$ cat src/common/imm_decode_pkg.sv
// Opcode patterns, reset values and shared types of the immediate-load decoder.
package imm_decode_pkg;

  localparam int INSTR_WIDTH = 10;
  localparam int NIBBLE_WIDTH = 4;
  localparam int BANK_WIDTH = 2;

  // Opcode patterns and the masks that select their fixed bits.
  localparam logic [9:0] NOP_PATTERN = 10'h000;
  localparam logic [9:0] NOP_MASK = 10'h3ff;
  localparam logic [9:0] LOAD_ACC_PATTERN = 10'h070;
  localparam logic [9:0] LOAD_ACC_MASK = 10'h3f0;
  localparam logic [9:0] LOAD_PAIR_PATTERN = 10'h300;
  localparam logic [9:0] LOAD_PAIR_MASK = 10'h300;
  localparam logic [9:0] LOAD_BANK_PATTERN = 10'h048;
  localparam logic [9:0] LOAD_BANK_MASK = 10'h3fc;

  // Positions of the immediate fields.
  localparam int ACC_IMM_LSB = 0;
  localparam int PAIR_Y_LSB = 0;
  localparam int PAIR_X_LSB = 4;
  localparam int BANK_IMM_LSB = 0;

  // Reset values of the architectural registers.
  localparam logic [3:0] ACC_RESET = 4'h0;
  localparam logic [3:0] PTR_X_RESET = 4'h0;
  localparam logic [3:0] PTR_Y_RESET = 4'h0;
  localparam logic [1:0] BANK_RESET = 2'h0;
  localparam logic CARRY_RESET = 1'b0;

  typedef enum logic [2:0] {
    KIND_NOP,
    KIND_LOAD_ACC,
    KIND_LOAD_PAIR,
    KIND_LOAD_BANK,
    KIND_FOREIGN
  } instr_kind_t;

  // True when the fixed bits of an instruction word equal a pattern.
  function automatic logic op_match(input logic [9:0] word,
                                    input logic [9:0] pattern,
                                    input logic [9:0] mask);
    return (word & mask) == pattern;
  endfunction

endpackage

$ cat src/common/decode_if.sv
// Interface that carries an instruction word to the classifier and back.
`timescale 1ns/10ps
interface decode_if;
  logic [9:0] instr;
  imm_decode_pkg::instr_kind_t kind;
  logic [3:0] imm_acc;
  logic [3:0] imm_x;
  logic [3:0] imm_y;
  logic [1:0] imm_bank;

  modport classifier (
    input instr,
    output kind,
    output imm_acc,
    output imm_x,
    output imm_y,
    output imm_bank
  );

  modport core (
    output instr,
    input kind,
    input imm_acc,
    input imm_x,
    input imm_y,
    input imm_bank
  );
endinterface

$ cat src/core/opcode_classifier.sv
// Combinational classifier of immediate-load and no-operation opcodes.
`timescale 1ns/10ps
module opcode_classifier (
  // Instruction word in, decoded kind and fields out
  decode_if.classifier dec
);

  always_comb begin
    if (imm_decode_pkg::op_match(dec.instr, imm_decode_pkg::NOP_PATTERN,
                                 imm_decode_pkg::NOP_MASK)) begin
      dec.kind = imm_decode_pkg::KIND_NOP; // RULE6
    end else if (imm_decode_pkg::op_match(dec.instr,
                 imm_decode_pkg::LOAD_ACC_PATTERN,
                 imm_decode_pkg::LOAD_ACC_MASK)) begin
      dec.kind = imm_decode_pkg::KIND_LOAD_ACC; // RULE1
    end else if (imm_decode_pkg::op_match(dec.instr,
                 imm_decode_pkg::LOAD_PAIR_PATTERN,
                 imm_decode_pkg::LOAD_PAIR_MASK)) begin
      dec.kind = imm_decode_pkg::KIND_LOAD_PAIR; // RULE3
    end else if (imm_decode_pkg::op_match(dec.instr,
                 imm_decode_pkg::LOAD_BANK_PATTERN,
                 imm_decode_pkg::LOAD_BANK_MASK)) begin
      dec.kind = imm_decode_pkg::KIND_LOAD_BANK; // RULE5
    end else begin
      dec.kind = imm_decode_pkg::KIND_FOREIGN;
    end
  end

  assign dec.imm_acc = dec.instr[imm_decode_pkg::ACC_IMM_LSB +: 4];
  assign dec.imm_x = dec.instr[imm_decode_pkg::PAIR_X_LSB +: 4];
  assign dec.imm_y = dec.instr[imm_decode_pkg::PAIR_Y_LSB +: 4];
  assign dec.imm_bank = dec.instr[imm_decode_pkg::BANK_IMM_LSB +: 2];

endmodule

$ cat src/core/immediate_load_nop_decoder.sv
// Execute logic for immediate loads and the no-operation instruction.
// Function
// [RULE1] Accumulator load writes 4-bit immediate, carry untouched.
// [RULE2] Only first of consecutive accumulator loads executes.
// [RULE3] Pair load sets both RAM pointers together.
// [RULE4] Only first of consecutive pair loads executes.
// [RULE5] Bank load writes 2-bit immediate to bank.
// [RULE6] All-zero opcode only increments program counter.
// [RULE7] Skipped load takes one cycle, advances counter.
`timescale 1ns/10ps
module immediate_load_nop_decoder #(
  parameter int PC_WIDTH = 12
) (
  // Clock and reset
  input wire logic clk,
  input wire logic nrst,
  // Instruction fetch
  input wire logic instr_valid,
  input wire logic [9:0] instr_word,
  // Carry write from the arithmetic unit
  input wire logic carry_we,
  input wire logic carry_din,
  // Architectural registers
  output logic [3:0] acc,
  output logic [3:0] ptr_x,
  output logic [3:0] ptr_y,
  output logic [1:0] bank_ptr,
  output logic carry_flag,
  output logic [PC_WIDTH-1:0] pc,
  // Per-instruction status pulses
  output logic retired,
  output logic skipped,
  output logic foreign
);

  decode_if dec ();

  opcode_classifier u_classifier (
    .dec(dec)
  );

  assign dec.instr = instr_word;

  logic [3:0] acc_reg;
  logic [3:0] acc_next;
  logic [3:0] ptr_x_reg;
  logic [3:0] ptr_x_next;
  logic [3:0] ptr_y_reg;
  logic [3:0] ptr_y_next;
  logic [1:0] bank_reg;
  logic [1:0] bank_next;
  logic carry_reg;
  logic carry_next;
  logic [PC_WIDTH-1:0] pc_reg;
  logic [PC_WIDTH-1:0] pc_next;
  logic retired_reg;
  logic retired_next;
  logic skipped_reg;
  logic skipped_next;
  logic foreign_reg;
  logic foreign_next;
  imm_decode_pkg::instr_kind_t last_kind_reg;
  imm_decode_pkg::instr_kind_t last_kind_next;
  logic skip_now;

  // An accumulator or pair load repeats the one just before it in program order.
  always_comb begin
    skip_now = 1'b0;
    if (instr_valid) begin
      case (dec.kind)
        imm_decode_pkg::KIND_LOAD_ACC: begin
          skip_now = last_kind_reg == imm_decode_pkg::KIND_LOAD_ACC; // RULE2
        end
        imm_decode_pkg::KIND_LOAD_PAIR: begin
          skip_now = last_kind_reg == imm_decode_pkg::KIND_LOAD_PAIR; // RULE4
        end
        default: begin
          skip_now = 1'b0;
        end
      endcase
    end
  end

  always_comb begin
    acc_next = acc_reg;
    ptr_x_next = ptr_x_reg;
    ptr_y_next = ptr_y_reg;
    bank_next = bank_reg;
    carry_next = carry_we ? carry_din : carry_reg; // RULE1
    pc_next = pc_reg;
    retired_next = 1'b0;
    skipped_next = 1'b0;
    foreign_next = 1'b0;
    last_kind_next = last_kind_reg;
    if (instr_valid) begin
      last_kind_next = dec.kind;
      if (dec.kind == imm_decode_pkg::KIND_FOREIGN) begin
        foreign_next = 1'b1;
      end else begin
        pc_next = pc_reg + 1'b1; // RULE6 RULE7
        retired_next = 1'b1;
        skipped_next = skip_now; // RULE7
        if (!skip_now) begin
          case (dec.kind)
            imm_decode_pkg::KIND_LOAD_ACC: begin
              acc_next = dec.imm_acc; // RULE1
            end
            imm_decode_pkg::KIND_LOAD_PAIR: begin
              ptr_x_next = dec.imm_x; // RULE3
              ptr_y_next = dec.imm_y; // RULE3
            end
            imm_decode_pkg::KIND_LOAD_BANK: begin
              bank_next = dec.imm_bank; // RULE5
            end
            default: begin
              acc_next = acc_reg;
            end
          endcase
        end
      end
    end
  end

  always_ff @(posedge clk or negedge nrst) begin
    if (!nrst) begin
      acc_reg <= imm_decode_pkg::ACC_RESET;
      ptr_x_reg <= imm_decode_pkg::PTR_X_RESET;
      ptr_y_reg <= imm_decode_pkg::PTR_Y_RESET;
      bank_reg <= imm_decode_pkg::BANK_RESET;
      carry_reg <= imm_decode_pkg::CARRY_RESET;
      pc_reg <= '0;
      retired_reg <= 1'b0;
      skipped_reg <= 1'b0;
      foreign_reg <= 1'b0;
      last_kind_reg <= imm_decode_pkg::KIND_NOP;
    end else begin
      acc_reg <= acc_next;
      ptr_x_reg <= ptr_x_next;
      ptr_y_reg <= ptr_y_next;
      bank_reg <= bank_next;
      carry_reg <= carry_next;
      pc_reg <= pc_next;
      retired_reg <= retired_next;
      skipped_reg <= skipped_next;
      foreign_reg <= foreign_next;
      last_kind_reg <= last_kind_next;
    end
  end

  assign acc = acc_reg;
  assign ptr_x = ptr_x_reg;
  assign ptr_y = ptr_y_reg;
  assign bank_ptr = bank_reg;
  assign carry_flag = carry_reg;
  assign pc = pc_reg;
  assign retired = retired_reg;
  assign skipped = skipped_reg;
  assign foreign = foreign_reg;

  // Checks on the executed and skipped instruction effects.
  a_acc_load_value: // RULE1
  assert property (@(posedge clk) disable iff (!nrst)
    instr_valid && dec.kind == imm_decode_pkg::KIND_LOAD_ACC && !skip_now
    |=> acc_reg == $past(instr_word[3:0]) && retired_reg && !skipped_reg)
  else $error("accumulator load did not write the immediate");

  a_acc_load_carry: // RULE1
  assert property (@(posedge clk) disable iff (!nrst)
    instr_valid && dec.kind == imm_decode_pkg::KIND_LOAD_ACC && !carry_we
    |=> $stable(carry_reg))
  else $error("accumulator load changed the carry flag");

  a_acc_repeat_skip: // RULE2
  assert property (@(posedge clk) disable iff (!nrst)
    instr_valid && dec.kind == imm_decode_pkg::KIND_LOAD_ACC
    ##1 instr_valid && dec.kind == imm_decode_pkg::KIND_LOAD_ACC
    |=> $stable(acc_reg) && skipped_reg)
  else $error("repeated accumulator load was not skipped");

  a_pair_load_value: // RULE3
  assert property (@(posedge clk) disable iff (!nrst)
    instr_valid && dec.kind == imm_decode_pkg::KIND_LOAD_PAIR && !skip_now
    |=> ptr_x_reg == $past(instr_word[7:4])
        && ptr_y_reg == $past(instr_word[3:0]))
  else $error("pair load did not set both pointers");

  a_pair_repeat_skip: // RULE4
  assert property (@(posedge clk) disable iff (!nrst)
    instr_valid && dec.kind == imm_decode_pkg::KIND_LOAD_PAIR
    ##1 instr_valid && dec.kind == imm_decode_pkg::KIND_LOAD_PAIR
    |=> $stable(ptr_x_reg) && $stable(ptr_y_reg) && skipped_reg)
  else $error("repeated pair load was not skipped");

  a_pair_gap_skip: // RULE4
  assert property (@(posedge clk) disable iff (!nrst)
    instr_valid && dec.kind == imm_decode_pkg::KIND_LOAD_PAIR
    ##1 !instr_valid
    ##1 instr_valid && dec.kind == imm_decode_pkg::KIND_LOAD_PAIR
    |=> $stable(ptr_x_reg) && $stable(ptr_y_reg) && skipped_reg)
  else $error("pair load after an idle cycle was not skipped");

  a_bank_load_value: // RULE5
  assert property (@(posedge clk) disable iff (!nrst)
    instr_valid && dec.kind == imm_decode_pkg::KIND_LOAD_BANK
    |=> bank_reg == $past(instr_word[1:0]) && $stable(acc_reg))
  else $error("bank load did not write the immediate");

  a_nop_only_pc: // RULE6
  assert property (@(posedge clk) disable iff (!nrst)
    instr_valid && instr_word == imm_decode_pkg::NOP_PATTERN
    |=> pc_reg == PC_WIDTH'($past(pc_reg) + 1'b1) && $stable(acc_reg)
        && $stable(ptr_x_reg) && $stable(ptr_y_reg) && $stable(bank_reg))
  else $error("no-operation changed more than the counter");

  a_skip_advances_pc: // RULE7
  assert property (@(posedge clk) disable iff (!nrst)
    skip_now |=> skipped_reg && retired_reg
    && pc_reg == PC_WIDTH'($past(pc_reg) + 1'b1)
    ##1 (!skipped_reg || $past(skip_now)))
  else $error("skipped load did not take one cycle");

endmodule

$ cat config.mk
export PLATFORM = sky130hd
export DESIGN_NAME = immediate_load_nop_decoder
export DESIGN_NICKNAME = d
export VERILOG_FILES = /design/src/common/imm_decode_pkg.sv /design/src/common/decode_if.sv /design/src/core/opcode_classifier.sv /design/src/core/immediate_load_nop_decoder.sv
export SDC_FILE = /design/constraint.sdc
export NUM_CORES = 1
export LEC_CHECK = 0
export BUFFER_PORTS_ARGS = -buffer_cell sky130_fd_sc_hd__buf_2
export CORE_MARGIN = 5
export CORE_UTILIZATION = 35
export DETAILED_ROUTE_END_ITERATION = 16
export GPL_ROUTABILITY_DRIVEN = 0
export PLACE_DENSITY_LB_ADDON = 0.25
export SYNTH_ARGS = -nofsm -noshare
export SYNTH_HDL_FRONTEND = slang
export SYNTH_SLANG_ARGS = --single-unit
$ cat constraint.sdc
create_clock -name clk -period 1.65 [get_ports clk]
set_input_delay 0.2475 -clock clk [delete_from_list [all_inputs] [get_ports clk]]
set_output_delay 0.2475 -clock clk [all_outputs]
set_load 0.005 [all_outputs]
Word level (Yosys, flattened, before mapping)
Cells that the tools add are included.
Storage, ports and cells
  output and inout bits: 30
  register bits after elaboration: 33
  memories: 0
  bits of input ports: 15
  bits in latches: 0
  memory bits (read-only): 0
  logic and storage cells: 39
  RAM bits: 0
Cells by class
  reduce and logical (&&, ||, !) cells: 5
  multiply operators: 0
  eq/ne operators: 9
  muxes and demuxes: 12
  bitwise gates (word level): 2
  order comparisons: 0
  shift-type cells: 0
  add/subtract/negate cells: 1
  div/mod/pow operators: 0
Operators with widths (count)
  $add 12x1->12 const B: 1
  $mux 3: 4
  $reduce_and 4->1: 3
  $logic_not 10->1: 1
  $eq 3x2->1 const B: 3
  $eq 8x5->1 const B: 1
  $mux 1: 7
  $eq 3x1->1 const B: 2
  $eq 6x3->1 const B: 1
  $eq 3x3->1 const B: 1
  $eq 2x2->1 const B: 1
  $not 1->1: 2
  $pmux 1 s2: 1
  $reduce_and 2->1: 1

Longest topological paths before layout
  word-level depth: 10
  gate-level depth with buffers: 5
  depth with buffers taken out: 5

By module
Synthesis repeated with hierarchy kept, for this count alone.
Unflattened totals
  cells, all modules: 128
  area total of the unflattened synthesis: 1615.3 um2
By module, submodules not included
  immediate_load_nop_decoder: instances 1, cells an instance 101, seq. area each 825.8 um2, area an instance 1417.6 um2
  opcode_classifier: instances 1, cells an instance 27, seq. area each 0.0 um2, area an instance 197.7 um2

Worst setup path after synthesis
OpenSTA, ideal clock, no wires.
  kind: input -> register
  from: input port instr_word[1]
  to: register pc_reg[1] (netlist: pc[1])
  data required time: 1525 ps
  path slack: -124 ps
  data arrival time: 1650 ps
  stages: 4
  buffers on the path: 0
  setup time: 125 ps
  path through: or4_1 -> a211o_1 -> a21oi_1 -> mux2_2
Between the ends
  cells in the longest elaborated chain, start to end: 5
RTL lines
  from (decl): line immediate_load_nop_decoder.sv:19  | input wire logic [9:0] instr_word,
  $logic_not 10->1: line imm_decode_pkg.sv:43  | return (word & mask) == pattern;
  $mux 3: line opcode_classifier.sv:9  | if (imm_decode_pkg::op_match(dec.instr, imm_decode_pkg::NOP_PATTERN,
  $eq 3x3->1: line immediate_load_nop_decoder.sv:97  | if (dec.kind == imm_decode_pkg::KIND_FOREIGN) begin
  $not 1->1 (no line)
  $reduce_and 2->1 (no line)
  to (signal assigned): line immediate_load_nop_decoder.sv:142  | pc_reg <= pc_next;
  to (decl): line immediate_load_nop_decoder.sv:54  | logic [PC_WIDTH-1:0] pc_reg;
Every way passes these cells.
A chain may end at the register's enable or synchronous reset.

Worst setup path in the final report
Same ends and word-level chain as after synthesis.

==> results.md <==
* Global-route wire length before repair at between 5000 and 6000 µm
* Crit path DAT at between 1.5 and 2 ns
* Reg2reg start: last_kind_reg[0]$_DFFE_PN0P_
* RSZ-0062 raised after global routing: yes
* Via count at between 1000 and 1500
* Final core occ at 49.66%
* Headroom to the max-slew limit at slightly above 50%
* WL final at around 3500 µm
* Fin crit period at around 1.6 ns
* Tot GR Track Use at a little over an eighth
* Top post-synthesis cells by count: dfrtp_1 (33), mux2_2 (16), xor2_1 (11)
* Cell area after layout at roughly 2000 µm²
* CTS tree: done
* Worst Tran Pin Value at between 0.7 and 0.8 ns
* Yosys cell types at 31
* Post-Synthesis Cells at between 100 and 150
* Max_cap viols at 0
* FP Rows at 23
* Fin. max-slew vios at 0
* Post-route DRC at 0
* Max reg flops at 12
* DP Wirelength at 2609 µm
* Port bufs at between 40 and 50
* Setup crit start kind: input pin
* DP Cell Count at about 230
* Critical Path Sink Type: register
* Synth top area cells: dfrtp_1 (55%), mux2_2 (12%), xor2_1 (6.4%), a2111oi_4 (3.7%), a211oi_1 (2.5%)
* Post-Syn Area at between 1000 and 1500 µm²
* P&R area growth vs syn at 35.39%
* PD cells at approximately 1000 nW/µm²
* Most used flip-flop cell after synthesis: dfrtp_1
* #FFs+latches synth at 33
* Largest area contributor in the netlist: dfrtp_1
* Syn_nets at between 100 and 150
* Number of nets in the layout at about 200
* Synth warn at 0
* CTS clk-pin slew, worst paths at ~0.070 ns
* Period utilization at 98.42%
* Ys async rst share at 100.0%
* Worst r2r path cells at 5
* Clock root buffer: clkbuf_8
* Die width at between 70 and 80 µm
* Top-count cell post-synth: dfrtp_1
* Type of the worst min-delay path: in -> async
* # setup viols final at 0
* Worst flop-to-flop path endpoint: acc[3]$_DFFE_PN0P_
* Critical path type: in -> reg
* Worst VDD drop at between 400 and 500 µV
* Sequential area share after synthesis at 55.09%
* Post-Layout Cell Count at ~230
* Clk Latency, worst-skew pair at around 0.28 ns
* Achievable frequency at a little over 600 MHz
* First-pass DRT Iterations at 4
* Global route overflow at 0
* Crit-path max FO at 2
* CTS Buffer Depth at 2
* Status: complete, no violations
* Die area at 5691 µm²
* Clock sinks at 33
* Leakage at ~1.0 nW
* Post-synth top area share at about 55%
* H-tree Lvls at 2
* Syn Area/Cell at ~13 µm²
* Worst reg2reg setup slack at ~0.09 ns
* DRT iter0 DRCs at 68
* Final hold viol count at 0
* Share of cells above drive strength 1 at 52.46%
* Vias per std cell at between 5 and 6
* Worst clock skew at 0.005961 ns
* Fillers at 392
* Ant diodes at 0
* Boundary Pins at 45
* Placed cell area at between 1500 and 2000 µm²
* Routed WL per cell at between 15 and 20 µm
* Post-route ant nets at 0
* Required @ worst endpoint at 1.82 ns
* Core Region at 4086 µm²
* Initial core utilization at a little under two fifths
* Largest net degree at the start of global routing at 34
* Die height at roughly 75 µm
* Hold_buf cts at 0
* Clock buffer count from CTS at 5
* EDFF count, synth at 0
* Antenna violations before repair at 0
* Vias in the first global route at ~1300
routing by layer:
metal	track usage [%]	routed length (µm)	vias to the layer above
met2	22.24	1754	39
met5	0	0	-
met1	16.11	1439	574
met3	3.826	216	10
li1	-	-	561
met4	7.379	95	0
worst max-delay path: stages:
cell	delay, ns
buf_6	0.09
or4_4	0.52
a211o_1	0.30
buf_4	0.14
a21oi_2	0.14
mux2_2	0.35
cells by family after synthesis:
| kind of cell | after synthesis | synth area share (%) |
|---|---|---|
| XOR/XNOR | 11 | 6.427 |
| multiplexers | 16 | 12.02 |
| adder cells (fa/ha/maj) | 1 | 0.8346 |
| AO/OA/AOI/OAI | 19 | 11.94 |
| buffers and inverters | 4 | 2.003 |
| AND/OR/NAND/NOR | 31 | 11.69 |
| flip-flops | 33 | 55.09 |
power by group:
group | switching (W) | internal [W]
sequential | 0.000121 | 0.000947
combinational | 0.000181 | 0.000234
clock | 0.000279 | 0.000331
total | 0.000581 | 0.00151
metrics by stage:
stage / TNS [ns] / power, W / setup WS, ns / hold slack (ns)
after CTS: 0 / 0.002112 / 0.007652 / 0.05285
after global routing: -0.05932 / 0.002209 / -0.02490 / 0.1056
after detailed placement: -3.709 / 0.001500 / -0.3466 / 0.3609
after floorplan: -0.4808 / 0.001248 / -0.09412 / -0.04809
final: 0 / 0.002093 / 0.02609 / 0.02036
after global placement: -3.163 / 0.001481 / -0.2766 / 0.3412
timing repair:
action / in CTS / in global routing
buffers inserted: 1 / 0
pin swaps: 1 / 1
setup endpoints to repair: 6 / 7
gates resized for setup: 2 / 4
worst max path at each step:
stage / slack (ns) / from / endpoint
2_1_floorplan: -0.09 / instr_word[1] / pc[10]$_DFFE_PN0P_
3_3_place_gp: -0.28 / instr_word[1] / pc[9]$_DFFE_PN0P_
3_5_place_dp: -0.35 / instr_word[1] / pc[9]$_DFFE_PN0P_
4_1_cts: 0.008 / instr_word[1] / pc[1]$_DFFE_PN0P_
5_1_grt: -0.02 / instr_word[1] / pc[11]$_DFFE_PN0P_
6_report: 0.03 / instr_word[1] / pc[1]$_DFFE_PN0P_
final cells by class:
type                    count  area [µm²]  share of cell area, %
inverters                   1       3.754                 0.1850
flip-flops and latches     33       827.0                  40.75
repair buffers             64       386.6                  19.05
clock buffers               7       86.33                  4.254
multi-input cells          78       663.1                  32.68
well taps                  50       62.56                  3.083
placed cells by master, fill, tap and decap left out, types with 4 or more instances in the layout:
cell,n
mux2_2,16
a211oi_1,5
nand2_1,7
buf_2,42
xor2_1,11
clkbuf_8,6
dfrtp_1,32
buf_4,19
a21oi_1,4
nand3_1,7
(Power assumes the default switching activity.)
